File: src/shared/charge_param_pkg.sv
// constants, types and register map for the charge parameter control block
// ===========================================================================
// Behaviour
// - compensation off: low-voltage thresholds come straight from stored words
// - full capacity updates only after near-full to first-threshold discharge
// - near-full window equals stored byte times two, in mAh
// - compensated threshold: no-load times factor minus load drop terms
// - adjust factor is low eleven bits, residual factor upper five
// - capacity term is 0, 3 percent, battery-low for the three thresholds
// - cold impedance factor applies only below 23 degrees Celsius
// - overload current threshold is a sixteen-bit mA value
// - midrange open-circuit thresholds are two's complement millivolts
// - self-discharge byte decoded; zero disables accumulation
// - light-load byte is leakage mA times 1024 over 45
// - above drop-off point, reduction rate per point is subtracted
// - base efficiency byte is ten times efficiency minus 74.5
// - reduction rate byte is percentage over 0.0125
// - temperature factor reduces efficiency per degree above 25 C
// - nickel applies all efficiency factors; Li-ion only base efficiency
// - charging voltage request reported and used for overvoltage base
// - overvoltage when pack exceeds charging voltage plus margin times 16
// - fast charge allowed: request the stored fast current
// - termination: zero request, then maintenance current when it ends
// - pack below final threshold: request pre-charge current
// - chemistry bit set selects Li-ion, clear selects nickel
// - compensation bit set selects computed thresholds, clear fixed
package charge_param_pkg;
  // ========================================================================
  // register map (word index == printed store location, byte address x4)
  localparam logic [7:0] ADDR_CHG_VOLT   = 8'h0A;
  localparam logic [7:0] ADDR_FAST_CUR   = 8'h1A;
  localparam logic [7:0] ADDR_MAINT_CUR  = 8'h1C;
  localparam logic [7:0] ADDR_PRE_CUR    = 8'h1E;
  localparam logic [7:0] ADDR_LIGHT_LOAD = 8'h2B;
  localparam logic [7:0] ADDR_PACK_CFG   = 8'h3F;
  localparam logic [7:0] ADDR_OVERLOAD   = 8'h46;
  localparam logic [7:0] ADDR_OV_MARGIN  = 8'h48;
  localparam logic [7:0] ADDR_BASE_EFF   = 8'h4D;
  localparam logic [7:0] ADDR_SELF_DIS   = 8'h53;
  localparam logic [7:0] ADDR_BATT_LOW   = 8'h54;
  localparam logic [7:0] ADDR_NEAR_FULL  = 8'h55;
  localparam logic [7:0] ADDR_EFF_TEMP   = 8'h63;
  localparam logic [7:0] ADDR_EFF_DROP   = 8'h64;
  localparam logic [7:0] ADDR_EFF_RATE   = 8'h65;
  localparam logic [7:0] ADDR_OPEN_CIRCUIT_QUARTER_VOLTAGE      = 8'h6C;
  localparam logic [7:0] ADDR_VOC50      = 8'h6E;
  localparam logic [7:0] ADDR_VOC75      = 8'h70;
  localparam logic [7:0] ADDR_FINAL_THR  = 8'h72;
  localparam logic [7:0] ADDR_EMF_MID    = 8'h74;
  localparam logic [7:0] ADDR_FIRST_THR  = 8'h78;
  localparam logic [7:0] ADDR_RATE_R     = 8'h7A;
  // own registers: live measurements in, computed results out
  localparam logic [7:0] ADDR_MEAS_VOLT  = 8'h80;
  localparam logic [7:0] ADDR_MEAS_CUR   = 8'h81;
  localparam logic [7:0] ADDR_MEAS_TEMP  = 8'h82;
  localparam logic [7:0] ADDR_MEAS_RELATIVE_CHARGE_STATE  = 8'h83;
  localparam logic [7:0] ADDR_CTRL       = 8'h84;
  localparam logic [7:0] ADDR_STATUS     = 8'h88;
  localparam logic [7:0] ADDR_THR_FINAL  = 8'h89;
  localparam logic [7:0] ADDR_THR_MID    = 8'h8A;
  localparam logic [7:0] ADDR_THR_FIRST  = 8'h8B;
  localparam logic [7:0] ADDR_CUR_REQ    = 8'h8C;
  localparam logic [7:0] ADDR_EFF_OUT    = 8'h8D;
  localparam logic [7:0] ADDR_NFW_OUT    = 8'h8E;

  // ========================================================================
  // field positions
  localparam int CFG_CHEMISTRY_SELECT_BIT = 2;
  localparam int CFG_THRESHOLD_COMPENSATION_ENABLE_BIT = 4;
  localparam int CFG_VCOR_BIT = 3;
  localparam int CTRL_FAST    = 0;
  localparam int CTRL_TERM    = 1;
  localparam int CTRL_SUSP    = 2;
  localparam int CTRL_NEARFUL = 3;
  localparam int CTRL_DISCH   = 4;
  localparam int ADJ_W        = 11;
  localparam int RES_W        = 5;

  // ========================================================================
  // scale figures, fixed point: efficiency in 0.0125 percent units
  localparam int  COLD_LIMIT_C   = 23;
  localparam int  EFF_REF_C      = 25;
  localparam int  MID_CAP_PCT    = 3;
  localparam int  EFF_BASE_UNITS = 5960;  // 74.5 percent / 0.0125
  localparam int  EFF_STEP_UNITS = 8;     // 0.1 percent / 0.0125
  localparam int  OVM_SHIFT      = 4;     // margin unit 16 mV
  localparam int  NFW_SHIFT      = 1;     // near-full unit 2 mAh
  localparam int  TEMP_DIV       = 16;    // tenth-degree byte over 1.6

  // msb first: field order matches the CTRL_* bit positions above
  typedef struct packed {
    logic       discharging;
    logic       near_full;
    logic       suspended;
    logic       terminated;
    logic       fast_allowed;
  } charge_ctrl_s;

  typedef struct packed {
    logic       overvoltage;
    logic       below_final;
    logic       below_first;
    logic       capacity_update;
    logic       self_dis_on;
    logic       voc_check_low;
  } charge_status_s;

  typedef enum logic [1:0] {
    REQ_ZERO, REQ_PRE, REQ_FAST, REQ_MAINT
  } cur_sel_e;

  typedef enum logic [1:0] {
    LEARN_IDLE, LEARN_ARMED, LEARN_DONE
  } learn_e;
endpackage

File: src/logic/battery_charge_param_control.sv
// charge parameter decode, threshold, efficiency and charge request logic
//
// Decided for this implementation: the address map and the address-and-strobe port.
module battery_charge_param_control
  import charge_param_pkg::*;
#(
  parameter int DATA_W = 16
) (
  input  wire logic                clk,
  input  wire logic                rst_b,
  input  wire logic [7:0]          addr,
  input  wire logic [DATA_W-1:0]   wdata,
  input  wire logic                wr,
  input  wire logic                rd,
  output logic      [DATA_W-1:0]   rdata,
  output logic      [DATA_W-1:0]   charging_current_req,
  output logic      [DATA_W-1:0]   charging_voltage_req,
  output logic                     overvoltage_suspend,
  output logic                     capacity_update
);
  import charge_param_pkg::*;

  // ========================================================================
  // configuration store
  logic [15:0] chg_volt, fast_cur, maint_cur, pre_cur, overload;
  logic [15:0] open_circuit_quarter_voltage, voc50, voc75, fix_final, no_load_voltage, c_word, rate_r;
  logic [7:0]  light_load, pack_cfg, ov_margin, base_eff, self_dis;
  logic [7:0]  batt_low, near_full, eff_temp, eff_drop, eff_rate;
  logic [15:0] meas_volt, meas_cur, meas_temp;
  logic [7:0]  meas_relative_charge_state;
  charge_ctrl_s ctrl;

  always_ff @(posedge clk or negedge rst_b) begin
    if (!rst_b) begin
      chg_volt   <= 16'h0000;
      fast_cur   <= 16'h0000;
      maint_cur  <= 16'h0000;
      pre_cur    <= 16'h0000;
      overload   <= 16'h0000;
      open_circuit_quarter_voltage      <= 16'h0000;
      voc50      <= 16'h0000;
      voc75      <= 16'h0000;
      fix_final  <= 16'h0000;
      no_load_voltage        <= 16'h0000;
      c_word     <= 16'h0000;
      rate_r     <= 16'h0000;
      light_load <= 8'h00;
      pack_cfg   <= 8'h00;
      ov_margin  <= 8'h00;
      base_eff   <= 8'h00;
      self_dis   <= 8'h00;
      batt_low   <= 8'h00;
      near_full  <= 8'h00;
      eff_temp   <= 8'h00;
      eff_drop   <= 8'h00;
      eff_rate   <= 8'h00;
      meas_volt  <= 16'h0000;
      meas_cur   <= 16'h0000;
      meas_temp  <= 16'h0000;
      meas_relative_charge_state  <= 8'h00;
      ctrl       <= '0;
    end else if (wr) begin
      case (addr)
        ADDR_CHG_VOLT:   chg_volt   <= wdata;
        ADDR_FAST_CUR:   fast_cur   <= wdata;
        ADDR_MAINT_CUR:  maint_cur  <= wdata;
        ADDR_PRE_CUR:    pre_cur    <= wdata;
        ADDR_OVERLOAD:   overload   <= wdata;
        ADDR_OPEN_CIRCUIT_QUARTER_VOLTAGE:      open_circuit_quarter_voltage      <= wdata;
        ADDR_VOC50:      voc50      <= wdata;
        ADDR_VOC75:      voc75      <= wdata;
        ADDR_FINAL_THR:  fix_final  <= wdata;
        ADDR_EMF_MID:    no_load_voltage        <= wdata;
        ADDR_FIRST_THR:  c_word     <= wdata;
        ADDR_RATE_R:     rate_r     <= wdata;
        ADDR_LIGHT_LOAD: light_load <= wdata[7:0];
        ADDR_PACK_CFG:   pack_cfg   <= wdata[7:0];
        ADDR_OV_MARGIN:  ov_margin  <= wdata[7:0];
        ADDR_BASE_EFF:   base_eff   <= wdata[7:0];
        ADDR_SELF_DIS:   self_dis   <= wdata[7:0];
        ADDR_BATT_LOW:   batt_low   <= wdata[7:0];
        ADDR_NEAR_FULL:  near_full  <= wdata[7:0];
        ADDR_EFF_TEMP:   eff_temp   <= wdata[7:0];
        ADDR_EFF_DROP:   eff_drop   <= wdata[7:0];
        ADDR_EFF_RATE:   eff_rate   <= wdata[7:0];
        ADDR_MEAS_VOLT:  meas_volt  <= wdata;
        ADDR_MEAS_CUR:   meas_cur   <= wdata;
        ADDR_MEAS_TEMP:  meas_temp  <= wdata;
        ADDR_MEAS_RELATIVE_CHARGE_STATE:  meas_relative_charge_state  <= wdata[7:0];
        ADDR_CTRL:       ctrl       <= wdata[4:0];
        default: ;
      endcase
    end
  end

  // ========================================================================
  // decoded configuration
  logic        chemistry_select_li, threshold_compensation_enable_on, vcor_on;
  logic [10:0] cap_adjust;
  logic [4:0]  residual;
  logic [15:0] abs_load;
  logic [7:0]  drop_pct;
  logic [15:0] nfw_mah;

  assign chemistry_select_li    = pack_cfg[CFG_CHEMISTRY_SELECT_BIT];
  assign threshold_compensation_enable_on    = pack_cfg[CFG_THRESHOLD_COMPENSATION_ENABLE_BIT];
  assign vcor_on    = pack_cfg[CFG_VCOR_BIT];
  assign cap_adjust = c_word[ADJ_W-1:0];
  assign residual   = c_word[15:ADJ_W];
  assign abs_load   = meas_cur[15] ? 16'(-meas_cur) : meas_cur;
  assign drop_pct   = 8'(-eff_drop);
  assign nfw_mah    = 16'({8'h00, near_full} << NFW_SHIFT);

  // ========================================================================
  // compensated threshold: simplified linear forms of the factors
  // full shape of the capacity/temperature curve is not modelled here
  function automatic logic [15:0] comp_thr(input logic [7:0] cap_pct);
    logic [31:0] fbl;
    logic [31:0] drop;
    logic [31:0] tz;
    logic [31:0] res;
    fbl  = 32'(no_load_voltage) * (32'(16'h0400) - 32'(cap_adjust)
           + 32'(cap_pct) + 32'(residual));
    tz   = 32'(rate_r) + 32'(meas_temp[15] ? 16'h0000 : 16'h0000);
    drop = 32'(abs_load) * tz;
    res  = (fbl >> 10) - (drop >> 10);
    return res[31] ? 16'h0000 : res[15:0];
  endfunction

  logic        cold;
  logic [15:0] thr_final, thr_mid, thr_first;
  logic [15:0] cold_add;

  // cold factor only below 23 C
  assign cold = $signed(meas_temp) < $signed(16'(COLD_LIMIT_C));
  assign cold_add = cold ? 16'(abs_load >> 6) : 16'h0000;

  always_ff @(posedge clk or negedge rst_b) begin
    if (!rst_b) begin
      thr_final <= 16'h0000;
      thr_mid   <= 16'h0000;
      thr_first <= 16'h0000;
    end else if (threshold_compensation_enable_on) begin
      // computed thresholds; capacity terms 0, 3, battery low
      thr_final <= comp_thr(8'h00) - cold_add;
      thr_mid   <= comp_thr(8'(MID_CAP_PCT)) - cold_add;
      thr_first <= comp_thr(batt_low) - cold_add;
    end else begin
      thr_final <= fix_final;
      thr_mid   <= no_load_voltage;
      thr_first <= c_word;
    end
  end

  // ========================================================================
  // charge efficiency in 0.0125 percent units
  logic [15:0] eff_units;
  logic [15:0] next_eff;
  logic [15:0] relative_charge_state_over, temp_over;
  logic [31:0] rate_sub, temp_sub;

  assign relative_charge_state_over = (meas_relative_charge_state >= drop_pct) ?
                     16'(meas_relative_charge_state - drop_pct) : 16'h0000;
  assign temp_over = ($signed(meas_temp) > $signed(16'(EFF_REF_C))) ?
                     16'(meas_temp - 16'(EFF_REF_C)) : 16'h0000;
  assign rate_sub  = 32'(eff_rate) * 32'(relative_charge_state_over);
  // byte is factor x1.6 in units
  assign temp_sub  = (32'(eff_temp) * 32'(temp_over) * 32'(10)) /
                     32'(TEMP_DIV);

  always_comb begin
    logic [31:0] acc;
    acc = 32'(EFF_BASE_UNITS) + 32'(base_eff) * 32'(EFF_STEP_UNITS);
    if (!chemistry_select_li) begin
      acc = (acc > rate_sub) ? acc - rate_sub : 32'h0;
      acc = (acc > temp_sub) ? acc - temp_sub : 32'h0;
    end
    next_eff = acc[15:0];
  end

  always_ff @(posedge clk or negedge rst_b) begin
    if (!rst_b) eff_units <= 16'h0000;
    else eff_units <= next_eff;
  end

  // ========================================================================
  // voltage monitors
  logic below_final, below_first, ov_flag, voc_low;
  logic [16:0] ov_limit;

  assign ov_limit = 17'(chg_volt) + 17'({ov_margin, 4'h0});

  always_ff @(posedge clk or negedge rst_b) begin
    if (!rst_b) begin
      below_final <= 1'b0;
      below_first <= 1'b0;
      ov_flag     <= 1'b0;
      voc_low     <= 1'b0;
    end else begin
      below_final <= meas_volt < thr_final;
      below_first <= meas_volt < thr_first;
      ov_flag     <= 17'(meas_volt) > ov_limit;
      // midrange checks with decoded two's complement
      voc_low     <= vcor_on &&
                     ((meas_volt < 16'(-open_circuit_quarter_voltage)) ||
                      (meas_volt < 16'(-voc50)) ||
                      (meas_volt < 16'(-voc75)));
    end
  end

  // ========================================================================
  // capacity learning
  learn_e learn;
  always_ff @(posedge clk or negedge rst_b) begin
    if (!rst_b) learn <= LEARN_IDLE;
    else begin
      case (learn)
        LEARN_IDLE:  if (ctrl.near_full && ctrl.discharging)
                       learn <= LEARN_ARMED;
        LEARN_ARMED: if (!ctrl.discharging) learn <= LEARN_IDLE;
                     else if (below_first) learn <= LEARN_DONE;
        // one update per discharge: a held near-full mark must not re-arm
        LEARN_DONE:  if (!ctrl.discharging) learn <= LEARN_IDLE;
        default:     learn <= LEARN_IDLE;
      endcase
    end
  end

  // ========================================================================
  // charging current request
  cur_sel_e sel;
  logic     term_seen;

  always_ff @(posedge clk or negedge rst_b) begin
    if (!rst_b) term_seen <= 1'b0;
    else if (ctrl.terminated) term_seen <= 1'b1;
    else if (ctrl.fast_allowed && !ctrl.terminated) term_seen <= 1'b0;
  end

  always_comb begin
    if (ctrl.suspended || ctrl.terminated || ov_flag) sel = REQ_ZERO;
    else if (below_final) sel = REQ_PRE;
    else if (ctrl.fast_allowed && !term_seen) sel = REQ_FAST;
    else if (term_seen) sel = REQ_MAINT;
    else sel = REQ_ZERO;
  end

  always_ff @(posedge clk or negedge rst_b) begin
    if (!rst_b) begin
      charging_current_req <= '0;
      charging_voltage_req <= '0;
      overvoltage_suspend  <= 1'b0;
      capacity_update      <= 1'b0;
    end else begin
      case (sel)
        REQ_PRE:   charging_current_req <= pre_cur;
        REQ_FAST:  charging_current_req <= fast_cur;
        REQ_MAINT: charging_current_req <= maint_cur;
        default:   charging_current_req <= '0;
      endcase
      charging_voltage_req <= chg_volt;
      overvoltage_suspend  <= ov_flag;
      // pulse on the armed-to-done step only
      capacity_update      <= learn == LEARN_ARMED && ctrl.discharging &&
                              below_first;
    end
  end

  // ========================================================================
  // read port
  charge_status_s status;
  assign status = '{ov_flag, below_final, below_first, learn == LEARN_DONE,
                    self_dis != 8'h00, voc_low};

  always_ff @(posedge clk or negedge rst_b) begin
    if (!rst_b) rdata <= '0;
    else if (rd) begin
      case (addr)
        ADDR_STATUS:     rdata <= 16'(status);
        ADDR_THR_FINAL:  rdata <= thr_final;
        ADDR_THR_MID:    rdata <= thr_mid;
        ADDR_THR_FIRST:  rdata <= thr_first;
        ADDR_CUR_REQ:    rdata <= charging_current_req;
        ADDR_EFF_OUT:    rdata <= eff_units;
        ADDR_NFW_OUT:    rdata <= nfw_mah;
        ADDR_OVERLOAD:   rdata <= overload;
        // light-load byte read back as stored
        ADDR_LIGHT_LOAD: rdata <= {8'h00, light_load};
        ADDR_PACK_CFG:   rdata <= {8'h00, pack_cfg};
        ADDR_CHG_VOLT:   rdata <= chg_volt;
        default:         rdata <= '0;
      endcase
    end else rdata <= '0;
  end
endmodule // battery_charge_param_control

File: config.mk
export PLATFORM = sky130hd
export DESIGN_NAME = battery_charge_param_control
export DESIGN_NICKNAME = d
export VERILOG_FILES = /design/src/shared/charge_param_pkg.sv /design/src/logic/battery_charge_param_control.sv
export SDC_FILE = /design/constraint.sdc
export NUM_CORES = 2
export LEC_CHECK = 0
export BUFFER_PORTS_ARGS = -buffer_cell sky130_fd_sc_hd__buf_4
export CORE_MARGIN = 2
export CORE_UTILIZATION = 60
export CTS_BUF_LIST = sky130_fd_sc_hd__clkbuf_8 sky130_fd_sc_hd__clkbuf_16
export DETAILED_ROUTE_END_ITERATION = 16
export PLACE_DENSITY = 0.73
export SLEW_MARGIN = 20
export SYNTH_ARGS = -nofsm -noshare
export SYNTH_HDL_FRONTEND = slang
export SYNTH_SLANG_ARGS = --single-unit
export TNS_END_PERCENT = 30
File: constraint.sdc
create_clock -name clk -period 14.8 [get_ports clk]
set_clock_uncertainty 0.15 [all_clocks]
set_input_delay 4.44 -clock clk [delete_from_list [all_inputs] [get_ports clk]]
set_output_delay 4.44 -clock clk [all_outputs]
set_load 0.05 [all_outputs]
# Word level (Yosys, flattened, before mapping)
# Cells that the tools add are included.
# word_totals
output_inout_bits	50
input_bits	28
register_bits	454
word_cells	199
# classes
n_addsub	23
mux	27
reduce_logical	43
eq_ne	42
order_cmp	11
multipliers	7
# op_table
operator	count
16-bit two-way mux	12
16-bit case mux with 11 select lines	1
8-bit by 7-bit equality test with 1-bit output, second input constant	16
8-bit equality test, second input constant	12
16-bit less-than comparator	5
22-bit by 22-bit subtractor with 23-bit output	3
32-bit by 5-bit adder with 32-bit output	2
16-bit by 32-bit multiplier with 32-bit output	2
16-bit negator	4
2-bit AND reduction	27
8-bit by 16-bit multiplier with 24-bit output	2
16-bit case mux with 3 select lines	1
16-bit by 10-bit subtractor with 16-bit output	3
32-bit by 2-bit adder with 32-bit output, second input constant	1
32-bit by 24-bit greater-than comparator with 1-bit output	1
16-bit by 16-bit multiplier with 32-bit output	1
32-bit two-way mux	1
17-bit by 14-bit multiplier with 31-bit output	1
24-bit by 3-bit multiplier with 27-bit output, second input constant	1
14-bit by 24-bit subtractor with 25-bit output	1
8-bit by 5-bit equality test with 1-bit output, second input constant	3
14-bit by 24-bit greater-than comparator with 1-bit output	1
16-bit by 12-bit adder with 17-bit output	1
16-bit by 17-bit greater-than comparator with 1-bit output	1
28 further kinds	50

# Longest topological paths before layout
# depth
word_depth	9
mapped_depth	63
ltp_nobuf	61

# Worst setup path after synthesis
# OpenSTA, ideal clock, no wires.
# synth_timing
path_kind	flip-flop to flip-flop
start	register c_word[0]
end	register thr_first[12]
t_required_ns	14.530
arrival_time_ns	12.389
stages_incl_launch_ff	58
path_slack_ns	2.140
setup_ns	0.120
synth_period_minus_slack_ns	12.660
path_buffers	2
cell_sequence	dfrtp_1 -> inv_1 -> ha_1 -> xnor2_1 -> fa_1 -> ha_1 -> a21o_1 -> a21oi_1 -> o21ai_0 -> a21oi_1 -> o21bai_1 -> a21oi_1 -> nor2b_1 -> o21a_1 -> xnor2_1 -> clkbuf_1 -> nand2_1 -> fa_1 -> [... 22 more ...] -> a211oi_1 -> o21ai_0 -> nor2_1 -> o21a_1 -> clkbuf_1 -> nor3_1 -> ha_1 -> nor2b_1 -> o21ai_0 -> nand2b_1 -> a21o_1 -> a21o_1 -> a21o_1 -> a21oi_1 -> o211ai_1 -> nor4b_1 -> a21oi_1 -> a31o_2
# synth_between
elab_chain_cells	8
# synth_lines
element	line	text
from (decl)	battery_charge_param_control.sv:26	logic [15:0] open_circuit_quarter_voltage, voc50, voc75, fix_final, no_load_voltage, c_word, rate_r;
from (signal assigned)	battery_charge_param_control.sv:74	ADDR_FIRST_THR: c_word <= wdata;
11-bit by 11-bit subtractor with 12-bit output	battery_charge_param_control.sv:122	fbl = 32'(no_load_voltage) * (32'(16'h0400) - 32'(cap_adjust)
12-bit by 9-bit adder with 13-bit output	battery_charge_param_control.sv:123	+ 32'(cap_pct) + 32'(residual));
13-bit by 6-bit adder with 14-bit output	battery_charge_param_control.sv:123	
17-bit by 14-bit multiplier with 31-bit output	battery_charge_param_control.sv:122	
22-bit by 22-bit subtractor with 23-bit output	battery_charge_param_control.sv:126	res = (fbl >> 10) - (drop >> 10);
16-bit two-way mux	battery_charge_param_control.sv:127	return res[31] ? 16'h0000 : res[15:0];
16-bit by 10-bit subtractor with 16-bit output	battery_charge_param_control.sv:147	thr_first <= comp_thr(batt_low) - cold_add;
16-bit two-way mux	battery_charge_param_control.sv:143	end else if (threshold_compensation_enable_on) begin
to (signal assigned)	battery_charge_param_control.sv:147	
to (signal assigned)	battery_charge_param_control.sv:151	thr_first <= c_word;
to (decl)	battery_charge_param_control.sv:131	logic [15:0] thr_final, thr_mid, thr_first;
# No other way between the ends.
# A chain may end at the register's enable or synchronous reset.

# Worst setup path after layout
# layout_timing
start	register c_word[0]
end	register thr_final[15]
# layout_between
elab_chain_cells	7
# layout_lines
element	line	text
11-bit by 11-bit subtractor with 12-bit output	battery_charge_param_control.sv:122	
32-bit by 5-bit adder with 32-bit output	battery_charge_param_control.sv:123	
16-bit by 32-bit multiplier with 32-bit output	battery_charge_param_control.sv:122	
22-bit by 22-bit subtractor with 23-bit output	battery_charge_param_control.sv:126	
16-bit two-way mux	battery_charge_param_control.sv:127	
16-bit by 10-bit subtractor with 16-bit output	battery_charge_param_control.sv:145	thr_final <= comp_thr(8'h00) - cold_add;
16-bit two-way mux	battery_charge_param_control.sv:143	
to (signal assigned)	battery_charge_param_control.sv:145	
to (signal assigned)	battery_charge_param_control.sv:149	thr_final <= fix_final;
to (decl)	battery_charge_param_control.sv:131	
# No other way between the ends.

==> results.ini <==
[hold_path]
hold_start=chg_volt[10]$_DFFE_PN0P_
min_path_type=reg2reg

[routing]
drt_iter0_drc=4202
wire_per_inst_um=21.67
vias=56199
drt_wl_total_um=207000
vias_per_cell=5.884
drt-pass1-iter-count=7
drc=0
ant_nets=0

[clock_network]
clk_latency_ps=610
cts.repair.resized=0
clockBufferDepth=3
clkTransAtPathRegs_ps=60
cts_htree_levels=2
cts_setup_buffers=0
root_buffer=clkbuf_16
hold_buffers=0
numCtsBuffers=46
cts.sinks=454
cts_tree=yes

[critical_path]
crit_path_end=thr_final[15]$_DFF_PN0_
cp-end-kind=flip-flop
cpPeakStageDelay_ps=820
crit_path_max_fanout=16
crit_type=reg2reg
crit_slowest_cell=ha_1
path_buf_inv=6
worst-path-stages=49
r2r-start=c_word[0]$_DFFE_PN0P_
cp-startpoint=c_word[0]$_DFFE_PN0P_
critPathArrivalTime_ps=14260
rrSetupSlack_ps=920
start_kind=flip-flop
cpLargestDelayFamily=adder cells
critPathRequiredTime_ps=15180
worstReg2RegEnd=thr_final[15]$_DFF_PN0_
worstRegToRegCells=49

[power_and_ir_drop]
power_uw=6603
internal_power_uw=3521
seqPwrFrac_pct=22.5
peakVddDrop_mv=0.1485
p_sw_uw=3082
power.density_mw_per_mm2=84.34
clock_power_share_pct=18.3
p_leak_uw=0.03890
p_sw_share_pct=46.68
p_comb_share_pct=59.3

[synth]
synth_edf_count=0
synth.area.top_cells=fa_1 (31%), dfrtp_1 (15%), ha_1 (13%)
syn_area_per_cell_sq_um=9.335
synth_top_area_share_pct=30.66
synthFlopType=dfrtp_1
ys_seq_elements=454
syn-cell-area_sq_mm=0.07429
yosysSeqAreaShare_pct=15.29
syn-instance-count=7959
synthArstFlopShare_pct=100.0
yosysMostFrequentCell=inv_1
yosys_warnings=0
yosys.area.top_type=fa_1
synth_commonest_cells=inv_1 (1,361), fa_1 (1,138), nand2_1 (950)
synth_cell_types=91

[placement]
gp_congestion=0.9612
place.detailed.hpwl_um=159900
place_ws_ps=703.1
placed_area_sq_mm=0.07667
dpl.cell_count=9464
numPortBuffers=77

[global_routing]
grt_remaining_overflow=0
grt.total_usage_pct=33.51
grt_pass1_wl_um=330000
antenna_found_initial=4
grt_pass1_vias=59043
grt_max_degree=188

[timing]
timing.hold.ws_ps=326.2
post-route-period-util_pct=93.80
worstMarginPinSlew_ps=1164
hold_violations=0
layout_setup_ws_ps=917.3
post-route-min-period_ps=13880
slew_headroom_pct=21.82
fmax_ghz=0.07203
drv_slew=0
final-setup-viol-count=0

[die]
design.core.area_sq_mm=0.1233
pin_count=78
die_y_um=355.9
num_rows=129
start_util_pct=60.25
die_w_um=355.9
dieArea_sq_mm=0.1267

[finish]
design_area_sq_mm=0.07829
syn2layout_area_growth_pct=5.379
fillers=10379
instances_no_fill=9551
post_route_cells_drive_above_1_share_pct=8.837
num-nets-final=9789

[status]
outcome=finished, final reports clean

[run]
maxCapViolations=0

## worst min-delay path by stage
stage | depth (start not counted) | endpoint
6_report | 0 | charging_voltage_req[10]$_DFF_PN0_
5_1_grt | 0 | charging_voltage_req[10]$_DFF_PN0_
4_1_cts | 0 | charging_voltage_req[10]$_DFF_PN0_
3_5_place_dp | 0 | charging_voltage_req[10]$_DFF_PN0_
3_3_place_gp | 0 | charging_voltage_req[10]$_DFF_PN0_
2_1_floorplan | 0 | charging_voltage_req[2]$_DFF_PN0_
## power by group through the flow
| stage | clock network (uW) | logic, uW | registers (uW) |
|---|---|---|---|
| after floorplan | 0 | 2790 | 1430 |
| after global placement | 0 | 3720 | 1500 |
| after global routing | 1270 | 4310 | 1490 |
| after CTS | 1220 | 3820 | 1480 |
| after detailed placement | 0 | 3790 | 1500 |
| final | 1210 | 3910 | 1480 |
## layout make-up
| class | instances | area [sq um] | share of cell area, % |
|---|---|---|---|
| diodes | 4 | 10.01 | 0.01279 |
| inverters | 1362 | 5112 | 6.530 |
| clock inverters | 28 | 289.0 | 0.3692 |
| well taps | 1637 | 2048 | 2.616 |
| flip-flops and latches | 454 | 11380 | 14.54 |
| clock buffers | 54 | 1261 | 1.611 |
| multi-input cells | 5827 | 56750 | 72.48 |
| repair buffers | 185 | 1441 | 1.841 |
## per-stage QoR
stage	TNS [ps]	utilization (%)
2_1_floorplan	0	-
3_3_place_gp	0	62.17
3_5_place_dp	0	62.18
4_1_cts	0	63.43
5_1_grt	-2.757	63.48
6_report	0	63.49
## logic make-up (layout without fill, tap and decap cells)
kind of cell | count (synthesis) | after routing | share of synthesized area [%]
mux | 352 | 352 | 5.322
simple gates | 2339 | 2339 | 15.39
buf+inv | 1683 | 1629 | 8.517
flops | 454 | 454 | 15.29
compound gates | 883 | 883 | 7.961
fa+ha+maj | 1885 | 1885 | 43.24
xor+xnor | 362 | 362 | 4.268
other cells | 1 | 10 | 0.005048
## worst reg2reg max path: cells and delay by family, from the launching register on
| family | cells | cell delay, ps |
|---|---|---|
| fa+ha+maj | 12 | 5330 |
| simple gates | 16 | 3710 |
| compound gates | 13 | 3440 |
| flops | 1 | 470 |
| buf+inv | 6 | 390 |
| xor+xnor | 2 | 340 |
## metal layers
layer,vias up,track usage [%],part of all wire [%]
li1,25056,-,-
met1,28445,43.55,40
met2,2115,54.72,47
met3,579,4.732,6.9
met4,4,17.61,6.3
met5,-,0,0.011
## cell usage in the layout (no fill, tap or decap), types with 216 or more instances in the layout
master,Yosys,final
dfrtp_1,454,437
xnor2_1,217,217
inv_1,1361,1370
fa_1,1138,1138
ha_1,747,747
nand2_1,950,950
and2_1,407,406
nor2_1,290,287
a21oi_1,217,216
mux2_2,344,344
Power figures use the tool's default switching activity.
